--- config.mk ---
export PLATFORM = sky130hd
export DESIGN_NAME = mpot_core
export DESIGN_NICKNAME = d
export VERILOG_FILES = /design/src/common/mpot_pkg.sv /design/src/hw/mpot_core.sv /design/src/hw/mpot_sync.sv
export VERILOG_INCLUDE_DIRS = /design/src /design/src/common
export SDC_FILE = /design/constraint.sdc
export NUM_CORES = 1
export LEC_CHECK = 0
export ABC_AREA = 1
export BUFFER_PORTS_ARGS = -buffer_cell sky130_fd_sc_hd__buf_2
export CAP_MARGIN = 20
export CORE_MARGIN = 5
export CORE_UTILIZATION = 50
export DETAILED_ROUTE_END_ITERATION = 7
export MAX_ROUTING_LAYER = met4
export PLACE_DENSITY = 0.79
export SLEW_MARGIN = 20
export SYNTH_ARGS = -nofsm -noshare
export SYNTH_HDL_FRONTEND = slang
export SYNTH_SLANG_ARGS = --single-unit
--- constraint.sdc ---
create_clock -name mclk -period 2.2 [get_ports mclk]
set_input_delay 0.11 -clock mclk [delete_from_list [all_inputs] [get_ports mclk]]
set_output_delay 0.11 -clock mclk [all_outputs]
set_load 0.005 [all_outputs]
--- src/common/mpot_regs.svh ---
`ifndef MPOT_REGS_SVH
`define MPOT_REGS_SVH
// Number of macrocells (registers and bidirectional pins)
`define MPOT_CELLS 16
// Number of dedicated inputs feeding the array
`define MPOT_DEDIN 4
// Register reset value
`define MPOT_REG_RST 16'h0000
`endif

--- src/common/mpot_pkg.sv ---
package mpot_pkg;
  // Storage kind of one macrocell
  typedef enum logic {MPOT_FLOP, MPOT_LATCH} mpot_store_t;
  // Operating mode of the array
  typedef enum logic [1:0] {MPOT_NORMAL, MPOT_PRELOAD, MPOT_OBSERVE} mpot_mode_t;
endpackage

--- src/hw/mpot_core.sv ---
`timescale 1ns/10ps
`include "mpot_regs.svh"
////////////////////////////////////////////////////////////////////////////////
// What this block does
// - Preload term true enters preload mode unless the observe term is also true
// - Preload clock loads Q from pin
// - Any array input may assert preload
// - Observe term true enters observe mode
// - Observe drives all pins with Q
// - Latch passes when transparent, holds otherwise
// - Latched input change appears on reopening
// - Product-term reset and preset, sampled on mclk
// - Output enable by pin or term
module mpot_core
  import mpot_pkg::*;
#(
  parameter int N = `MPOT_CELLS,
  parameter int NI = `MPOT_DEDIN
) (
  input wire logic mclk,
  input wire logic resetn,
  input wire logic ce,
  input wire logic [NI-1:0] ded_in,
  input wire logic clk_pin,
  input wire logic [N-1:0] io_in,
  output logic [N-1:0] io_out,
  output logic [N-1:0] io_oe_n,
  input wire logic oe_pin_n,
  input wire logic [N-1:0] data_term,
  input wire logic [N-1:0] transparency_gate,
  input wire logic [N-1:0] latch_sel,
  input wire logic [N-1:0] polarity_low,
  input wire logic [N-1:0] oe_from_term,
  input wire logic [N-1:0] oe_term,
  input wire logic [N-1:0] areset_term,
  input wire logic [N-1:0] apreset_term,
  input wire logic [NI+N-1:0] preload_and_mask,
  input wire logic [NI+N-1:0] observe_and_mask,
  output mpot_mode_t mode
);
  ////////////////////////////////////////////////////////////////////////////
  // Pin synchronisers
  logic [NI-1:0] ded_s; // Synchronised dedicated inputs
  logic [N-1:0] io_s; // Synchronised pin levels
  logic clk_s; // Synchronised clock pin
  // Every pin crosses four flops, so a change reaches the array four mclk edges later;
  // the tester must hold each level far longer than that
  mpot_sync #(.W(NI + N + 1)) u_sync (
    .mclk(mclk),
    .resetn(resetn),
    .ce(ce),
    .din({ded_in, io_in, clk_pin}),
    .dout({ded_s, io_s, clk_s})
  );

  // Storage, mode and pin drive registers; all of them hold while ce is low
  logic [N-1:0] q_q, q_d; // Macrocell storage
  logic clk_q, clk_d; // Previous clock pin level for edge detect
  mpot_mode_t mode_q, mode_d; // Registered mode
  logic [N-1:0] out_q, out_d; // Pin drive value
  logic [N-1:0] oen_q, oen_d; // Pin enable, low drives

  // Product term: AND of all selected array inputs, feedback included
  function automatic logic pterm(input logic [NI+N-1:0] sel,
                                 input logic [NI+N-1:0] vec);
    pterm = &(vec | ~sel);
  endfunction

  // Level shown on a pin for a stored bit; active-low cells show the inverse
  function automatic logic pin_level(input logic q, input logic low);
    pin_level = q ^ low;
  endfunction

  ////////////////////////////////////////////////////////////////////////////
  // Mode and storage next state
  always_comb begin
    logic [NI+N-1:0] arr;
    logic pre_t, obs_t, rise;
    arr = {ded_s, q_q};
    // Any array input, registers included, may form the terms
    // A term built on feedback can flip itself as preload acts
    pre_t = pterm(preload_and_mask, arr);
    obs_t = pterm(observe_and_mask, arr);
    // Clock pin edge; the pin is synchronised, so this lags by a few mclk cycles
    rise = clk_s & ~clk_q;
    clk_d = clk_s;
    q_d = q_q;
    // Observe wins if both are set: pins must not be driven and sampled at once
    if (obs_t) begin
      mode_d = MPOT_OBSERVE;
    end else if (pre_t) begin
      mode_d = MPOT_PRELOAD;
    end else begin
      mode_d = MPOT_NORMAL;
    end
    for (int i = 0; i < N; i++) begin
      // Reset beats preset, and both beat any clocking or test mode
      if (areset_term[i]) begin
        q_d[i] = 1'b0;
      end else if (apreset_term[i]) begin
        q_d[i] = 1'b1;
      end else if (mode_d == MPOT_PRELOAD) begin
        // Pin carries Q directly; polarity applies only on the way out
        if (rise) begin
          q_d[i] = io_s[i];
        end
      end else if (mode_d == MPOT_OBSERVE) begin
        q_d[i] = q_q[i]; // Observe never disturbs state
      end else if (latch_sel[i]) begin
        // A latched cell ignores the clock pin outside preload mode
        // Transparent follows input; a change while latched shows on reopening
        if (transparency_gate[i]) begin
          q_d[i] = data_term[i];
        end
      end else if (rise) begin
        q_d[i] = data_term[i];
      end
    end
  end

  ////////////////////////////////////////////////////////////////////////////
  // Pin drive next state
  always_comb begin
    // Defaults keep every bit assigned on every path
    out_d = '0;
    oen_d = '1;
    // Test modes override the programmed enable source
    for (int i = 0; i < N; i++) begin
      if (mode_d == MPOT_OBSERVE) begin
        // Raw Q onto every pin, enable forced
        out_d[i] = q_d[i];
        oen_d[i] = 1'b0;
      end else if (mode_d == MPOT_PRELOAD) begin
        // Pins are inputs while the tester writes them
        out_d[i] = pin_level(q_d[i], polarity_low[i]);
        oen_d[i] = 1'b1;
      end else begin
        out_d[i] = pin_level(q_d[i], polarity_low[i]);
        oen_d[i] = oe_from_term[i] ? ~oe_term[i] : oe_pin_n;
      end
    end
  end

  // Registers; reset and preset terms act in the next cycle (sampled)
  // Limitation: a reset or preset pulse shorter than one mclk cycle can be missed
  // Everything freezes while ce is low
  always_ff @(posedge mclk or negedge resetn) begin
    if (!resetn) begin
      q_q <= `MPOT_REG_RST;
      clk_q <= 1'b0;
      mode_q <= MPOT_NORMAL;
      out_q <= '0;
      oen_q <= '1;
    end else if (ce) begin
      q_q <= q_d;
      clk_q <= clk_d;
      mode_q <= mode_d;
      out_q <= out_d;
      oen_q <= oen_d;
    end
  end

  // Outputs come straight from flops, so no decode glitch reaches a pin
  assign io_out = out_q;
  assign io_oe_n = oen_q;
  assign mode = mode_q;

  ////////////////////////////////////////////////////////////////////////////
  // Checks
  // Terms are sampled, so each check on a term looks one mclk cycle on

  // Observe forces every enable low and shows raw Q, whatever the enable source says
  AST_OBS_DRIVE: assert property (@(posedge mclk) disable iff (!resetn)
    (mode == MPOT_OBSERVE) |-> (io_oe_n == '0 && io_out == q_q))
    else $error("observe does not drive Q on all pins");

  // No pin is driven while the tester may be writing register values
  AST_PRE_RELEASE: assert property (@(posedge mclk) disable iff (!resetn)
    (mode == MPOT_PRELOAD) |-> (io_oe_n == '1))
    else $error("pins driven during preload");

  // Leaving a test mode must not disturb storage
  AST_EXIT_KEEP: assert property (@(posedge mclk) disable iff (!resetn)
    (ce && mode != MPOT_NORMAL && $past(mode) != MPOT_NORMAL && areset_term == '0
     && apreset_term == '0 && mode_d == MPOT_NORMAL && latch_sel == '0 && !(clk_s & ~clk_q))
    |=> (q_q == $past(q_q)))
    else $error("state lost leaving test mode");

  // A reset term clears its cell whatever else is going on
  AST_ARESET: assert property (@(posedge mclk) disable iff (!resetn)
    (ce && areset_term != '0) |=> ((q_q & $past(areset_term)) == '0))
    else $error("reset term ignored");

  // A preload clock edge copies the sampled pin levels into storage
  AST_PRE_LOAD: assert property (@(posedge mclk) disable iff (!resetn)
    (ce && mode_d == MPOT_PRELOAD && clk_s && !clk_q && areset_term == '0
     && apreset_term == '0) |=> (q_q == $past(io_s)))
    else $error("preload edge did not load pin levels");

  // The observe term decoded afresh must put the array into observe mode
  AST_OBS_ENTER: assert property (@(posedge mclk) disable iff (!resetn)
    (ce && (({ded_s, q_q} | ~observe_and_mask) == '1)) |=> (mode == MPOT_OBSERVE))
    else $error("observe term true but mode not observe");

  // A transparent latch cell follows its data term in normal mode
  AST_LATCH_PASS: assert property (@(posedge mclk) disable iff (!resetn)
    (ce && mode_d == MPOT_NORMAL && areset_term == '0 && apreset_term == '0)
    |=> (((q_q ^ $past(data_term)) & $past(latch_sel & transparency_gate)) == '0))
    else $error("transparent latch did not pass its input");

  // Outside test modes each enable comes from its own term or from the shared pin
  AST_OE_SELECT: assert property (@(posedge mclk) disable iff (!resetn)
    (ce && mode_d == MPOT_NORMAL)
    |=> (io_oe_n == $past((oe_from_term & ~oe_term) | (~oe_from_term & {N{oe_pin_n}}))))
    else $error("enable source not honoured");
endmodule // mpot_core

--- src/hw/mpot_sync.sv ---
`timescale 1ns/10ps
`include "mpot_regs.svh"
// Three-stage synchroniser; a change counts once stages two and three agree
module mpot_sync #(
  parameter int W = 1
) (
  input wire logic mclk,
  input wire logic resetn,
  input wire logic ce,
  input wire logic [W-1:0] din,
  output logic [W-1:0] dout
);
  logic [W-1:0] s1_q, s2_q, s3_q, o_q;
  logic [W-1:0] o_d;

  // Accept a bit only when the two later stages agree
  always_comb begin
    o_d = o_q;
    for (int i = 0; i < W; i++) begin
      if (s2_q[i] == s3_q[i]) begin
        o_d[i] = s3_q[i];
      end
    end
  end

  // Register chain
  always_ff @(posedge mclk or negedge resetn) begin
    if (!resetn) begin
      s1_q <= '0;
      s2_q <= '0;
      s3_q <= '0;
      o_q <= '0;
    end else if (ce) begin
      s1_q <= din;
      s2_q <= s1_q;
      s3_q <= s2_q;
      o_q <= o_d;
    end
  end

  assign dout = o_q;
endmodule // mpot_sync

# Word-level counts from Yosys, hierarchy flattened
# Cells that the tools add are included.
# classes
bitwise_logic	38
n_reduce_logical	23
muxes	194
eq_ne	23
# ops
operator	n
2-to-1 mux 1 bit	193
AND reduction 2 bit	21
inverter 20 bit	2
bitwise OR 20 bit	2
AND reduction 20 bit	2
== test 1 bit	21
inverter 1 bit	17
bitwise XOR 1 bit	16
== test 2 x 1 -> 1 bit (second input constant)	1
== test 2 bit (second input constant)	1
2-to-1 mux 2 bit	1
AND 1 bit	1
# totals
out_inout_bits	34
regBits	135

# Logic depth before layout (Yosys ltp)
# logic_depth
word_depth	12
mapped_depth	15
mapped_depth_nobuf	14

# By module
# A second synthesis with hierarchy kept.
# unflattened
hier_cells	1154
hier_area_um2	7946.4
# modules_own_cells
module	area_per_inst_um2	instances	cells_per_inst
mpot_core	4326.6	1	715
mpot_sync	3619.7	1	439

# Worst setup path after synthesis
# Ideal clock, no wire load.
# synth_timing
path_type	register to register
startpoint	register q_q[2]
endpoint	register out_q[10], in the netlist io_out[10]
arrival_ns	1.424
n_path_buf	1
setup_time_ns	0.113
path_slack_ns	0.664
path_stages_with_launch	15
t_required_ns	2.087
period_less_slack_ns	1.536
path_cell_list	dfrtp_1 inv_2 nand2_1 nand2_1 nor2_1 nand2_2 nor2_8 nand2_4 inv_2 buf_6 o21ai_1 o21ai_0 nand2_1 nand2_1 inv_1
# synth_between
elab_chain_len	11
# synth_lines
item	line_no	rtl
start, declared	mpot_core.sv:57	logic [N-1:0] q_q, q_d;
start signal, assigned	mpot_core.sv:149	q_q <= `MPOT_REG_RST;
start signal, assigned	mpot_core.sv:155	q_q <= q_d;
bitwise OR 20 bit	mpot_core.sv:66	pterm = &(vec | ~sel);
AND reduction 20 bit	mpot_core.sv:66	
2-to-1 mux 1 bit	mpot_core.sv:91	end else if (pre_t) begin
2-to-1 mux 2 bit *	mpot_core.sv:89	if (obs_t) begin
== test 2 bit	mpot_core.sv:107, mpot_core.sv:129	
2-to-1 mux 1 bit	mpot_core.sv:107	end else if (mode_d == MPOT_OBSERVE) begin
2-to-1 mux 1 bit	mpot_core.sv:102	end else if (mode_d == MPOT_PRELOAD) begin
2-to-1 mux 1 bit	mpot_core.sv:100	end else if (apreset_term[i]) begin
2-to-1 mux 1 bit	mpot_core.sv:98	if (areset_term[i]) begin
bitwise XOR 1 bit	mpot_core.sv:71	pin_level = q ^ low;
2-to-1 mux 1 bit *	mpot_core.sv:129	if (mode_d == MPOT_OBSERVE) begin
end signal, assigned	mpot_core.sv:158	out_q <= out_d;
end, declared	mpot_core.sv:60	logic [N-1:0] out_q, out_d;
# Every way passes the cells marked *; elsewhere a longest branch is shown, timed or not.
# A chain may end at the register's enable or synchronous reset.

# Worst setup path after layout
# layout_timing
startpoint	register q_q[13]
endpoint	register out_q[0], in the netlist io_out[0]
# The elaborated chain is that of the path after synthesis.

==> key figures <==
Status
  – Outcome: finished, final reports clean

Placement
  – Port Buffer Count: 226
  – Dpl hpwl: 17280 um
  – GPL Wtd Cong: 0.9609

Worst setup path
  – Cell Chain, Critical Path: inv_1 -> nand2_1 -> nand4_1 -> nor2_4 -> nand2_4 -> inv_2 -> buf_4 -> o21ai_0 -> o21ai_0 -> nand2_1 -> nand2_1 -> inv_1
  – FF-to-FF Start: q_q[13]
  – Critical Path Stages: 12
  – Setup Crit Path Kind: reg2reg
  – CP Max Fanout: 25
  – Data arrival, critical path: 2.38 ns
  – Worst R2R Setup Slack: 0.14 ns
  – Reg-to-Reg End: io_out[0]
  – Slowest cell on crit path: dfrtp_1
  – R2R cell count: 12
  – Most used cell, CP: nand2_1
  – WP buf/inv: 4
  – WP data required: 2.52 ns
  – Delay-heaviest family, CP: simple AND/OR/NAND/NOR gates
  – Crit end category: register
  – Slowest cell delay on critical path: 0.39 ns
  – Startpoint Class: register

Min path
  – Hold depth: 4
  – HP Class: in2reg
  – Hold Path End: io_oe_n[8]
  – Worst Hold Launch: oe_from_term[8]

Power and ir drop
  – Power Dens Cells: 751.6 nW/um^2
  – Total power: 7419 uW
  – Peak supply drop: 0.0005524 V
  – Leakage power: 0.005380 uW

Global routing
  – GRT overflow: 0
  – Global-route wire length before repair: 39090 um
  – Antenna violations before repair: 3
  – GRT Overall Usage: 28.63%
  – Vias in the first global route: 7644
  – Largest net degree at the start of global routing: 58

Cells and area
  – Share of cells above drive strength 1: 23.01%
  – P&R area growth vs syn: 33.55%
  – Final nets: 1527
  – Layout fillers: 1245

Timing
  – Hold_ws: 0.01034 ns
  – Max-slew violations: 0
  – Final setup TNS: 0 ns
  – Clk_skew: 0.01020 ns
  – Worst-Margin Slew: 0.5536 ns
  – Period utilization: 93.66%
  – Fmax: 485.3 MHz
  – Fin crit period: 2.060 ns
  – Final setup viols: 0
  – Hold Violations, Final: 0
  – Max-slew headroom: 63.09%
  – RSZ-0062 raised after global routing: no

Job
  – MaxCap Viol Count: 0

Synthesis
  – Synth cell types: 25
  – FF+latch count, synth: 135
  – Most frequent cells after synthesis: 360 x nand2_1, 121 x o21ai_0, 119 x dfrtp_1
  – Post-synthesis sequential area ratio: 45.98%
  – Area leader, netlist: dfrtp_1
  – Share of the synthesized area in the top cell type: 40.29%
  – Syn_area_per_cell: 6.966 um^2
  – Synth area leaders: dfrtp_1 40%, nand2_1 18%, o21ai_0 8.2%
  – Post-synth EDFFs: 0
  – Main flop type after synthesis: dfrtp_1
  – Net Count, Synth: 1254
  – Post-synth ARST share: 100.0%
  – Count leader, synth: nand2_1
  – Synth Instances: 1061
  – Mapped cell area: 7391 um^2
  – Yosys warns: 0

Floorplanning
  – Die Height: 131.6 um
  – Chip Width: 131.6 um
  – Die Area: 17310 um^2
  – Row cnt: 44
  – # IOs: 227
  – Core area: 14530 um^2
  – Initial Utilization: 50.85%

Detailed routing
  – DRT Wirelength: 24200 um
  – Vias: 8029
  – Total iterations of the first detailed-routing run: 5
  – 1st-iter DRT viols: 776
  – M1 wire length: 10080 um
  – WL/cell: 15.78 um
  – Met2 wire len: 11110 um
  – Avg Vias per Cell: 5.234
  – Post-DRT Antenna Nets: 0
  – Top Metal Used: met4
  – Met3 wire length: 2179 um
  – DR DRC count: 0

Clock tree
  – Number of buffers created by CTS: 17
  – Clk root buf: clkbuf_16
  – Htree depth: 4
  – Clk_lat worst skew: 0.43 ns
  – CTS tree: built
  – Clock edge transition at the registers on the reported setup and hold paths: 0.06 ns
  – Clock Sinks: 135
  – Longest Clk Path Bufs: 2
metal layers:
layer  vias up  GRT usage, %
met3        75         8.180
met4         0         10.74
met2       401         43.34
met1      3639         36.71
met5         -             -
li1       3914             -
worst max-delay path by stage:
stage,slack [ns],start,end
after floorplan,0.66,q_q[2],io_out[10]
after global placement,0.26,q_q[12],io_out[1]
after CTS,0.19,q_q[12],io_out[0]
after global routing,0.03,q_q[13],io_out[0]
final,0.14,q_q[13],io_out[0]
after detailed placement,0.21,q_q[12],io_out[0]
where the power goes:
group | switching [uW] | internal [uW] | total, uW
clock network | 1090 | 1850 | 2940
registers | 211 | 2810 | 3020
logic | 844 | 608 | 1450
total | 2150 | 5270 | 7420
sequential cells by signal, indices dropped and copies added, names as in the netlist:
signal / count
clk_q: 1
io_oe_n: 16
io_out: 16
mode: 2
q_q: 16
u_sync.dout: 21
u_sync.s1_q: 21
u_sync.s2_q: 21
u_sync.s3_q: 21
placed cells by master, fill, tap and decap left out, drive strengths merged:
master         n
nand2        362
nor2         105
o31ai          1
a21oi         16
o211ai        17
dfstp         16
diode          3
o21ai        150
buf          247
inv          127
clkinv         5
o21a           1
nand4          3
bufinv         3
dfrtp        119
nand3         98
clkinvlp       2
clkbuf        22
dlygate4sd3   53
cells by family after synthesis:
logic type | Yosys count | synth area share (%)
AO/OA/AOI/OAI | 185 | 13.17
flip-flops | 135 | 45.98
buffers and inverters | 173 | 9.666
AND/OR/NAND/NOR | 568 | 31.18
metrics by stage:
step / setup slack (ns) / util (%) / instances / instance area [um^2]
detailed placement: 0.2096 / 59.99 / 1446 / 8720
finish: 0.1395 / 67.91 / 1534 / 9871
CTS: 0.1911 / 67.84 / 1531 / 9859
global placement: 0.2635 / 59.99 / 1446 / 8720
floorplan: 0.6636 / - / 1061 / 7391
global route: 0.03391 / 67.91 / 1534 / 9871
worst reg2reg max path: stages, from the launching register on:
cell and delay (ns):
dfrtp_1 0.39, inv_1 0.12, nand2_1 0.08, nand4_1 0.22
nor2_4 0.21, nand2_4 0.20, inv_2 0.13, buf_4 0.23
o21ai_0 0.11, o21ai_0 0.12, nand2_1 0.08, nand2_1 0.05
inv_1 0.04
layout make-up:
| cell class | count | area [um^2] | share of cell area, % |
|---|---|---|---|
| antenna | 3 | 7.507 | 0.07606 |
| clock buffer | 22 | 464.2 | 4.703 |
| clock inverter | 10 | 145.1 | 1.470 |
| inverter | 127 | 478.0 | 4.842 |
| multi-input combinational | 753 | 3278 | 33.21 |
| sequential | 135 | 3398 | 34.43 |
| tap | 184 | 230.2 | 2.332 |
| timing repair buffer | 300 | 1869 | 18.94 |
repair_timing:
item	CTS	global route
setup endpoints to repair	0	1
resized for setup	0	1
hold endpoints to repair	87	0
hold buffers	53	0
buffers inserted	0	0
Note: power is estimated with default switching activity, not from simulation.
